[config.mk]
export PLATFORM = sky130hd
export DESIGN_NAME = ohd_header_decoder
export DESIGN_NICKNAME = d
export VERILOG_FILES = /design/src/rtl/ohd_pkg.sv /design/src/rtl/ohd_word_capture.sv /design/src/rtl/ohd_header_decoder.sv
export SDC_FILE = /design/constraint.sdc
export NUM_CORES = 2
export LEC_CHECK = 0
export BUFFER_PORTS_ARGS = -buffer_cell sky130_fd_sc_hd__buf_2
export CAP_MARGIN = 20
export CORE_MARGIN = 4
export CORE_UTILIZATION = 42
export CTS_CLUSTER_DIAMETER = 120
export DETAILED_ROUTE_END_ITERATION = 16
export PLACE_DENSITY = 0.6
export SYNTH_ARGS = -nofsm -noshare
export SYNTH_HDL_FRONTEND = slang
export SYNTH_SLANG_ARGS = --single-unit
[constraint.sdc]
create_clock -name clk_sys_in -period 2.6 [get_ports clk_sys_in]
set_input_delay 0.13 -clock clk_sys_in [delete_from_list [all_inputs] [get_ports clk_sys_in]]
set_output_delay 0.13 -clock clk_sys_in [all_outputs]
set_load 0.02 [all_outputs]
[src/rtl/ohd_pkg.sv]
// Package: header layout, flag codes and decode types for the OTP header decoder
package ohd_pkg;

  localparam int OTP_WORDS = 8192;
  localparam int ADDR_W = 13;
  localparam int HDR_WORDS = 64;
  localparam logic [12:0] HDR_BASE_IDX = 13'h1fc0;

  // Header byte offsets within the OTP
  localparam logic [15:0] OFF_APP_FLAG1 = 16'h7f00;
  localparam logic [15:0] OFF_APP_FLAG2 = 16'h7f04;
  localparam logic [15:0] OFF_IQ_TRIM = 16'h7f08;
  localparam logic [15:0] OFF_TRIM_CRC = 16'h7f0c;
  localparam logic [15:0] OFF_PKG_FLAG = 16'h7f70;
  localparam logic [15:0] OFF_SLEEP_FLAG = 16'h7f74;
  localparam logic [15:0] OFF_CAL_FLAGS = 16'h7f78;
  localparam logic [15:0] OFF_TRIM_LAST = 16'h7f7c;
  localparam logic [15:0] OFF_TRIM_FIRST = 16'h7f90;
  localparam logic [15:0] OFF_SIG_FIRST = 16'h7f94;
  localparam logic [15:0] OFF_SIG_LAST = 16'h7fcc;
  localparam logic [15:0] OFF_SIG_SEL = 16'h7fd0;
  localparam logic [15:0] OFF_DEV_ADDR = 16'h7fd4;
  localparam logic [15:0] OFF_DMA_LEN = 16'h7ff8;
  localparam logic [15:0] OFF_RESERVED = 16'h7ff4;
  localparam logic [15:0] OFF_DBG_FLAG = 16'h7ffc;

  localparam int TRIM_COUNT = 6;
  localparam int SIG_WORDS = 15;

  // Replicated byte codes and magic values
  localparam logic [31:0] CODE_00 = 32'h0000_0000;
  localparam logic [31:0] CODE_AA = 32'haaaa_aaaa;
  localparam logic [31:0] CODE_55 = 32'h5555_5555;
  localparam logic [31:0] CODE_FF = 32'hffff_ffff;
  localparam logic [31:0] CODE_99 = 32'h9999_9999;
  localparam logic [31:0] APP_MAGIC1 = 32'h1234_a5a5;
  localparam logic [31:0] APP_MAGIC2 = 32'ha5a5_1234;
  localparam logic [15:0] CAL_DONE_MAGIC = 16'ha5a5;

  // Calibration flag field positions
  localparam int CAL_MARK_LSB = 16;
  localparam int CAL_VALID_LSB = 0;

  // Trim slot order, by descending address
  localparam int TRIM_VCO = 0;
  localparam int TRIM_FAST_XTAL = 1;
  localparam int TRIM_FAST_RC = 2;
  localparam int TRIM_BANDGAP = 3;
  localparam int TRIM_RF_PIN_CAP = 4;
  localparam int TRIM_LNA = 5;

  typedef enum logic [1:0] {OHD_SIG_NONE, OHD_SIG_MD5, OHD_SIG_SHA1, OHD_SIG_CRC32} ohd_sig_t;
  typedef enum logic [1:0] {OHD_PKG_CSP34, OHD_PKG_QFN40, OHD_PKG_QFN48, OHD_PKG_BARE_DIE} ohd_pkg_code_t;

endpackage

[src/rtl/ohd_word_capture.sv]
// Module: word-index matched capture register for one header word
`timescale 1ns/1ps
module ohd_word_capture #(
  parameter logic [12:0] INDEX = 13'h0000
) (
  input wire logic clk_sys_in,
  input wire logic rst_n_in,
  input wire logic valid_in,
  input wire logic [12:0] index_in,
  input wire logic [31:0] data_in,
  output logic [31:0] word_out
);

  logic [31:0] word_reg;
  logic [31:0] word_next;
  wire logic hit = valid_in && (index_in == INDEX);

  assign word_next = hit ? data_in : word_reg;
  assign word_out = word_reg;

  always_ff @(posedge clk_sys_in)
  begin
    if (!rst_n_in)
      word_reg <= 32'h0000_0000;
    else
      word_reg <= word_next;
  end

endmodule

[src/rtl/ohd_header_decoder.sv]
// Module: OTP header reader and decoder that presents boot configuration to the chip
//
// The register offsets and the address-and-strobe port were decided locally.
`timescale 1ns/1ps
// What this block does
// - Top header word maps debug port on pins (0x00) or leaves it unmapped (0xAA).
// - Blank all-zero debug flag keeps the debug port on its pins.
// - Length word gives count of 32-bit words mirrored into SRAM.
// - Device address is a six-byte string, first byte at lowest address.
// - Selector decodes none, MD5, SHA-1 or CRC32 signature.
// - Fifteen signature words read, used only when an algorithm is selected.
// - Six trim words placed in slots by descending address, VCO first, LNA last.
// - Upper calibration half-word 0xA5A5 means calibration done; zero means none.
// - Low six calibration bits mark each trim word valid; apply only when set.
// - Sleep flag selects sleep crystal (0x00) or precise RC sleep oscillator (0xAA).
// - Package flag decodes to four package kinds.
// - Stored CRC over trim and calibration values is presented.
// - IQ trim word is loaded and passed to radio configuration.
// - Normal mode only when both application flag words hold their magic values.
// - Byte codes are compared as full words replicated in all four bytes.
// - Customer-specific and reserved words are not interpreted.
// - Header is the last 64 words of an 8K-word OTP.
module ohd_header_decoder (
  input wire logic clk_sys_in,
  input wire logic rst_n_in,
  output logic [12:0] otp_addr_out,
  output logic otp_rd_out,
  input wire logic [31:0] otp_data_in,
  output logic done_out,
  output logic debug_on_pins_out,
  output logic [31:0] mirror_word_count_out,
  output logic [47:0] device_addr_out,
  output logic [1:0] sig_algo_out,
  output logic [479:0] signature_out,
  output logic [191:0] trim_words_out,
  output logic [5:0] trim_valid_out,
  output logic cal_done_out,
  output logic sleep_rc_select_out,
  output logic [1:0] package_out,
  output logic [31:0] trim_crc_out,
  output logic [31:0] iq_trim_out,
  output logic normal_mode_out
);

  ////////////////////////////////////////////////////////////////////////////
  // Read sequencer: walks the header once

  typedef enum logic [1:0] {OHD_ST_READ, OHD_ST_DECODE, OHD_ST_DONE} ohd_state_t;

  function automatic logic [12:0] word_index(input logic [15:0] byte_off);
    word_index = byte_off[14:2];
  endfunction

  ohd_state_t state_reg;
  ohd_state_t state_next;
  logic [5:0] cnt_reg;
  logic [5:0] cnt_next;
  logic rd_reg;
  logic [12:0] addr_reg;
  logic cap_valid_reg;
  logic [12:0] cap_index_reg;

  wire logic last_issue = (cnt_reg == 6'h3f);
  // OTP answers one cycle after the read strobe
  wire logic cap_valid = rd_reg;

  always_comb
  begin
    state_next = state_reg;
    cnt_next = cnt_reg;
    unique case (state_reg)
      OHD_ST_READ:
      begin
        cnt_next = cnt_reg + 6'h01;
        if (last_issue)
          state_next = OHD_ST_DECODE;
      end
      OHD_ST_DECODE:
        if (!cap_valid_reg)
          state_next = OHD_ST_DONE;
      OHD_ST_DONE:
        state_next = OHD_ST_DONE;
    endcase
  end

  always_ff @(posedge clk_sys_in)
  begin
    if (!rst_n_in)
    begin
      state_reg <= OHD_ST_READ;
      cnt_reg <= 6'h00;
      rd_reg <= 1'b0;
      addr_reg <= 13'h0000;
      cap_valid_reg <= 1'b0;
      cap_index_reg <= 13'h0000;
    end
    else
    begin
      state_reg <= state_next;
      cnt_reg <= cnt_next;
      rd_reg <= (state_reg == OHD_ST_READ);
      addr_reg <= ohd_pkg::HDR_BASE_IDX + {7'h00, cnt_reg};
      cap_valid_reg <= cap_valid;
      cap_index_reg <= addr_reg;
    end
  end

  assign otp_addr_out = addr_reg;
  assign otp_rd_out = rd_reg;

  ////////////////////////////////////////////////////////////////////////////
  // Header word capture

  logic [31:0] hdr_word [0:ohd_pkg::HDR_WORDS-1];
  // Data returns a cycle after the strobe, so match on the delayed index
  wire logic [12:0] cap_index = cap_index_reg;

  // Reserved and customer words are captured but nothing reads them
  genvar gi;
  generate
    for (gi = 0; gi < ohd_pkg::HDR_WORDS; gi++)
    begin : g_word
      ohd_word_capture #(
        .INDEX(13'(ohd_pkg::HDR_BASE_IDX + 13'(gi)))
      ) u_cap (
        .clk_sys_in(clk_sys_in),
        .rst_n_in(rst_n_in),
        .valid_in(cap_valid_reg),
        .index_in(cap_index),
        .data_in(otp_data_in),
        .word_out(hdr_word[gi])
      );
    end
  endgenerate

  function automatic logic [5:0] hdr_slot(input logic [15:0] byte_off);
    logic [12:0] idx;
    idx = word_index(byte_off) - ohd_pkg::HDR_BASE_IDX;
    hdr_slot = idx[5:0];
  endfunction

  ////////////////////////////////////////////////////////////////////////////
  // Field decode

  wire logic [31:0] w_dbg = hdr_word[hdr_slot(ohd_pkg::OFF_DBG_FLAG)];
  wire logic [31:0] w_len = hdr_word[hdr_slot(ohd_pkg::OFF_DMA_LEN)];
  wire logic [31:0] w_addr_lo = hdr_word[hdr_slot(ohd_pkg::OFF_DEV_ADDR)];
  wire logic [31:0] w_addr_hi = hdr_word[hdr_slot(ohd_pkg::OFF_DEV_ADDR) + 6'h01];
  wire logic [31:0] w_sig_sel = hdr_word[hdr_slot(ohd_pkg::OFF_SIG_SEL)];
  wire logic [31:0] w_cal = hdr_word[hdr_slot(ohd_pkg::OFF_CAL_FLAGS)];
  wire logic [31:0] w_sleep = hdr_word[hdr_slot(ohd_pkg::OFF_SLEEP_FLAG)];
  wire logic [31:0] w_pkg = hdr_word[hdr_slot(ohd_pkg::OFF_PKG_FLAG)];
  wire logic [31:0] w_crc = hdr_word[hdr_slot(ohd_pkg::OFF_TRIM_CRC)];
  wire logic [31:0] w_iq = hdr_word[hdr_slot(ohd_pkg::OFF_IQ_TRIM)];
  wire logic [31:0] w_app1 = hdr_word[hdr_slot(ohd_pkg::OFF_APP_FLAG1)];
  wire logic [31:0] w_app2 = hdr_word[hdr_slot(ohd_pkg::OFF_APP_FLAG2)];

  // Only 0xAA disables; zero and any junk keep the port usable for recovery
  wire logic dbg_on_next = (w_dbg != ohd_pkg::CODE_AA);

  // Byte string: lowest address holds the first byte
  wire logic [63:0] addr_bytes = {w_addr_lo[7:0], w_addr_lo[15:8], w_addr_lo[23:16], w_addr_lo[31:24],
                                  w_addr_hi[7:0], w_addr_hi[15:8], w_addr_hi[23:16], w_addr_hi[31:24]};
  wire logic [47:0] dev_addr_next = addr_bytes[63:16];

  wire logic [1:0] sig_next =
    (w_sig_sel == ohd_pkg::CODE_AA) ? 2'(ohd_pkg::OHD_SIG_MD5) :
    (w_sig_sel == ohd_pkg::CODE_55) ? 2'(ohd_pkg::OHD_SIG_SHA1) :
    (w_sig_sel == ohd_pkg::CODE_FF) ? 2'(ohd_pkg::OHD_SIG_CRC32) :
    2'(ohd_pkg::OHD_SIG_NONE);

  logic [479:0] sig_words;
  logic [191:0] trim_words;
  genvar si;
  generate
    for (si = 0; si < ohd_pkg::SIG_WORDS; si++)
    begin : g_sig
      assign sig_words[si*32 +: 32] = hdr_word[hdr_slot(ohd_pkg::OFF_SIG_FIRST) + 6'(si)];
    end
    for (si = 0; si < ohd_pkg::TRIM_COUNT; si++)
    begin : g_trim
      // Slot 0 is the VCO at the highest trim address
      assign trim_words[si*32 +: 32] = hdr_word[hdr_slot(ohd_pkg::OFF_TRIM_FIRST) - 6'(si)];
    end
  endgenerate

  // Zeroed when no algorithm so consumers never see stale data
  wire logic [479:0] sig_next_words = (sig_next == 2'(ohd_pkg::OHD_SIG_NONE)) ? 480'h0 : sig_words;

  wire logic [15:0] cal_mark = w_cal[ohd_pkg::CAL_MARK_LSB +: 16];
  wire logic cal_done_next = (cal_mark == ohd_pkg::CAL_DONE_MAGIC);
  // Bit 5 is VCO, bit 0 LNA; remap to slot order
  wire logic [5:0] cal_bits = w_cal[ohd_pkg::CAL_VALID_LSB +: 6];
  wire logic [5:0] valid_next = {cal_bits[0], cal_bits[1], cal_bits[2], cal_bits[3], cal_bits[4], cal_bits[5]};

  logic [191:0] trim_gated;
  generate
    for (si = 0; si < ohd_pkg::TRIM_COUNT; si++)
    begin : g_gate
      assign trim_gated[si*32 +: 32] = valid_next[si] ? trim_words[si*32 +: 32] : 32'h0000_0000;
    end
  endgenerate

  wire logic sleep_rc_next = (w_sleep == ohd_pkg::CODE_AA);

  wire logic [1:0] pkg_next =
    (w_pkg == ohd_pkg::CODE_AA) ? 2'(ohd_pkg::OHD_PKG_QFN40) :
    (w_pkg == ohd_pkg::CODE_55) ? 2'(ohd_pkg::OHD_PKG_QFN48) :
    (w_pkg == ohd_pkg::CODE_99) ? 2'(ohd_pkg::OHD_PKG_BARE_DIE) :
    2'(ohd_pkg::OHD_PKG_CSP34);

  wire logic normal_next = (w_app1 == ohd_pkg::APP_MAGIC1) && (w_app2 == ohd_pkg::APP_MAGIC2);

  ////////////////////////////////////////////////////////////////////////////
  // Output registers, loaded once at the end of the read pass

  wire logic load = (state_reg == OHD_ST_DECODE) && !cap_valid_reg;

  logic done_reg;
  logic dbg_reg;
  logic [31:0] len_reg;
  logic [47:0] dev_addr_reg;
  logic [1:0] sig_reg;
  logic [479:0] sig_words_reg;
  logic [191:0] trim_reg;
  logic [5:0] valid_reg;
  logic cal_done_reg;
  logic sleep_rc_reg;
  logic [1:0] pkg_reg;
  logic [31:0] crc_reg;
  logic [31:0] iq_reg;
  logic normal_reg;

  always_ff @(posedge clk_sys_in)
  begin
    if (!rst_n_in)
      done_reg <= 1'b0;
    else if (load)
      done_reg <= 1'b1;
  end

  always_ff @(posedge clk_sys_in)
  begin
    if (!rst_n_in)
      dbg_reg <= 1'b1;
    else if (load)
      dbg_reg <= dbg_on_next;
  end

  always_ff @(posedge clk_sys_in)
  begin
    if (!rst_n_in)
      len_reg <= 32'h0000_0000;
    else if (load)
      len_reg <= w_len;
  end

  always_ff @(posedge clk_sys_in)
  begin
    if (!rst_n_in)
      dev_addr_reg <= 48'h0;
    else if (load)
      dev_addr_reg <= dev_addr_next;
  end

  always_ff @(posedge clk_sys_in)
  begin
    if (!rst_n_in)
      sig_reg <= 2'h0;
    else if (load)
      sig_reg <= sig_next;
  end

  always_ff @(posedge clk_sys_in)
  begin
    if (!rst_n_in)
      sig_words_reg <= 480'h0;
    else if (load)
      sig_words_reg <= sig_next_words;
  end

  always_ff @(posedge clk_sys_in)
  begin
    if (!rst_n_in)
      trim_reg <= 192'h0;
    else if (load)
      trim_reg <= trim_gated;
  end

  always_ff @(posedge clk_sys_in)
  begin
    if (!rst_n_in)
      valid_reg <= 6'h00;
    else if (load)
      valid_reg <= valid_next;
  end

  always_ff @(posedge clk_sys_in)
  begin
    if (!rst_n_in)
      cal_done_reg <= 1'b0;
    else if (load)
      cal_done_reg <= cal_done_next;
  end

  always_ff @(posedge clk_sys_in)
  begin
    if (!rst_n_in)
      sleep_rc_reg <= 1'b0;
    else if (load)
      sleep_rc_reg <= sleep_rc_next;
  end

  always_ff @(posedge clk_sys_in)
  begin
    if (!rst_n_in)
      pkg_reg <= 2'h0;
    else if (load)
      pkg_reg <= pkg_next;
  end

  always_ff @(posedge clk_sys_in)
  begin
    if (!rst_n_in)
      crc_reg <= 32'h0000_0000;
    else if (load)
      crc_reg <= w_crc;
  end

  always_ff @(posedge clk_sys_in)
  begin
    if (!rst_n_in)
      iq_reg <= 32'h0000_0000;
    else if (load)
      iq_reg <= w_iq;
  end

  always_ff @(posedge clk_sys_in)
  begin
    if (!rst_n_in)
      normal_reg <= 1'b0;
    else if (load)
      normal_reg <= normal_next;
  end

  assign done_out = done_reg;
  assign debug_on_pins_out = dbg_reg;
  assign mirror_word_count_out = len_reg;
  assign device_addr_out = dev_addr_reg;
  assign sig_algo_out = sig_reg;
  assign signature_out = sig_words_reg;
  assign trim_words_out = trim_reg;
  assign trim_valid_out = valid_reg;
  assign cal_done_out = cal_done_reg;
  assign sleep_rc_select_out = sleep_rc_reg;
  assign package_out = pkg_reg;
  assign trim_crc_out = crc_reg;
  assign iq_trim_out = iq_reg;
  assign normal_mode_out = normal_reg;

endmodule

==> flow_metrics.env <==
export IMPL_grtUsageTotal_pct=27.9
export IMPL_fin_skew_ns=0.0444
export IMPL_grt_pass1_vias=51100
export IMPL_vias=55200
export IMPL_powerDensity_nw_per_um2=770
export IMPL_ys_top_cells_by_area="dfxtp_1 56%, nand2_1 14%, a21boi_0 13%"
export IMPL_cts_sinks=1885
export IMPL_wl_per_cell_microns=23.7
export IMPL_startpoint_type="register"
export IMPL_viasPerCell=5.34
export IMPL_cp_max_fo=19
export IMPL_fin_nets=8074
export IMPL_cts_made_buffers=195
export IMPL_status="finished, final reports clean"
export IMPL_largest_reg_flops=1030
export IMPL_post_route_util_pct=50.8
export IMPL_crit_path_end_kind="register"
export IMPL_worstMarginPinSlew_ns=1.15
export IMPL_synth_top_area_share_pct=55.9
export IMPL_cts_resized=0
export IMPL_wl_microns=245000
export IMPL_yosysTopAreaCell="dfxtp_1"
export IMPL_synth_cell_types=45
export IMPL_grt_max_degree=246
export IMPL_maxSlewViolCount=0
export IMPL_setup_tns_final_ns=0
export IMPL_crit_type="register to register"
export IMPL_avgSynthCellArea_sq_um=9.08
export IMPL_hold_viol=0
export IMPL_cp_arrival_ns=3.15
export IMPL_synth_edf_count=0
export IMPL_hp_class="input port to register"
export IMPL_cts_clk_slew_worst_paths_ns=0.06
export IMPL_cts_root_buf="clkbuf_16"
export IMPL_async_flop_share_pct=0
export IMPL_peakVddDrop_mv=1.10
export IMPL_layout_drive_gt1_share_pct=16.9
export IMPL_portBuffers=878
export IMPL_max_freq_mhz=410
export IMPL_h_tree_depth=4
export IMPL_syn_num_nets=7474
export IMPL_chipWidth_microns=409
export IMPL_grt_pass1_wl_microns=354000
export IMPL_clock_latency_ns=0.82
export IMPL_synthCells=7437
export IMPL_rrSetupSlack_ns=0.16
export IMPL_drv_cap=0
export IMPL_clockBufferDepth=3
export IMPL_drcViolationCount=0
export IMPL_die_h_microns=409
export IMPL_period_minus_slack_ns=2.44
export IMPL_core_sq_um=159000
export IMPL_synth_seq_cells=1885
export IMPL_synth_warnings=0
export IMPL_ys_seq_area_share_pct=55.9
export IMPL_ant_nets=0
export IMPL_core_rowCount=146
export IMPL_max_slew_margin_pct=23.0
export IMPL_gp_congestion=0.802
export IMPL_dieArea_sq_um=167000
export IMPL_gr_total_overflow=0
export IMPL_grt_antenna_before_repair=6
export IMPL_ys_flop_type="dfxtp_1"
export IMPL_dp_hpwl_microns=145000
export IMPL_power_w=0.0622
export IMPL_p_leak_nw=30.2
export IMPL_start_util_pct=42.5
export IMPL_cts_tree="done"
export IMPL_area_growth_pct=19.6
export IMPL_drt_iter0_drc=4797
export IMPL_period_share_pct=93.7
export IMPL_rsz0062_at_grt="false"
export IMPL_setup_viol=0
export IMPL_io_pin_count=879
export IMPL_firstDrtPassIters=5
export IMPL_post_cts_buffers=0
export IMPL_syn_cell_area_sq_um=67600
export IMPL_worstPathRequired_ns=3.31
[cell usage in the layout, fill, tap and decap left out, types with 4 or more instances in the layout]
cell type | Yosys | final
nor3_2 | 1 | 4
buf_12 | 0 | 49
dfxtp_1 | 1885 | 1885
o21ai_0 | 6 | 6
nor4b_1 | 7 | 7
buf_4 | 7 | 163
nand4_1 | 28 | 28
a21boi_1 | 213 | 213
dlygate4sd3_1 | 0 | 33
clkinv_16 | 0 | 7
clkbuf_1 | 547 | 45
nor4bb_1 | 37 | 37
clkinvlp_4 | 0 | 7
nand2b_1 | 5 | 4
clkinv_2 | 0 | 24
and4b_1 | 4 | 4
nand3_1 | 199 | 199
nor2_1 | 26 | 12
nor2b_1 | 9 | 8
and2_1 | 22 | 23
bufinv_16 | 0 | 17
and3_1 | 6 | 6
clkbuf_8 | 0 | 41
or3_1 | 6 | 6
clkinv_8 | 0 | 4
a22o_1 | 481 | 481
a21boi_0 | 1161 | 1161
clkbuf_16 | 0 | 197
nor3_1 | 13 | 9
nand2_1 | 2588 | 2587
buf_2 | 68 | 845
nor2_2 | 0 | 13
nor4_1 | 14 | 12
[cell type report]
cell class | count | area (sq um)
antenna | 2 | 5.00
tap | 2146 | 2690
sequential | 1885 | 37700
clock buffer | 283 | 5660
multi-input combinational | 4861 | 26900
clock inverter | 62 | 996
inverter | 3 | 11.3
fill | 14600 | 78300
timing repair buffer | 1091 | 6780
[report_power, final]
group | internal [W] | switching [W] | leakage (nW)
sequential | 0.0290 | 0.0000668 | 15.2
combinational | 0.000898 | 0.00341 | 11.8
clock | 0.0168 | 0.0120 | 3.24
total | 0.0467 | 0.0155 | 30.2
[Yosys cell counts, types with 2 or more instances]
master,instances
or3_1,6
nor3b_1,2
a22o_1,481
and2_1,22
clkbuf_1,547
nand3_1,199
nor2_1,26
dfxtp_1,1885
a21boi_0,1161
buf_1,16
buf_2,68
and3_1,6
nor3_1,13
xnor2_1,3
inv_1,3
a21oi_1,3
clkbuf_2,6
buf_6,44
nand4b_1,3
nand2_1,2588
nor4_1,14
buf_4,7
and4b_1,4
nor4b_1,7
ha_1,3
mux2i_1,3
a21boi_1,213
nand4_1,28
and2_0,3
nand2b_1,5
nor4bb_1,37
o21ai_0,6
nor4_2,2
a211oi_1,2
nor2b_1,9
and4_1,3
[through the flow]
stage,cells,hold slack (ns),instance area [sq um],worst slack [ns]
after global routing,10300,0.210,80800,0.0410
after floorplan,7437,0.158,67600,0.753
after CTS,10300,0.00547,80800,0.122
final,10300,0.241,80800,0.164
after detailed placement,9953,0.442,73800,0.197
after global placement,9953,0.428,73800,0.158
[layer usage]
metal	track usage (%)	part of all wire [%]
met1	38.4	44
met2	44.6	46
met3	4.66	6.6
met4	9.03	3.3
met5	0	0
[kinds of logic after synthesis]
| family | synth area share (%) |
|---|---|
| AND/OR/NAND/NOR | 17.8 |
| buffers and inverters | 4.50 |
| XOR/XNOR | 0.0519 |
| adder cells (fa/ha/maj) | 0.0556 |
| AO/OA/AOI/OAI | 21.6 |
| flip-flops | 55.9 |
| multiplexers | 0.0445 |
[worst max-delay path, stage by stage, from the launching register on]
cell and delay, ns:
dfxtp_1 0.35, buf_4 0.20, nor4_1 0.83, buf_4 0.30, and2_1 0.15, buf_4 0.24, nand2_1 0.07, a21boi_0 0.18
[worst paths after layout]
| check | start | to | cells after the start |
|---|---|---|---|
| setup / recovery | cap_index[1]$_SDFF_PN0_ | g_word[0].u_cap.word_out[6]$_SDFFE_PN0P_ | 7 |
| hold / removal | otp_data_in[29] | g_word[2].u_cap.word_out[29]$_SDFFE_PN0P_ | 4 |
| setup reg to reg | cap_index[1]$_SDFF_PN0_ | g_word[0].u_cap.word_out[6]$_SDFFE_PN0P_ | 7 |
| hold reg to reg | g_word[37].u_cap.word_out[1]$_SDFFE_PN0P_ | signature_out[1]$_SDFFE_PN0P_ | 1 |
[what timing repair did]
item / 4_1_cts / 5_1_grt
endpoints found under the setup margin: 0 / 0
endpoints found under the hold margin: 632 / 1
hold buffers: 32 / 1
Power figures use the tool's default switching activity.
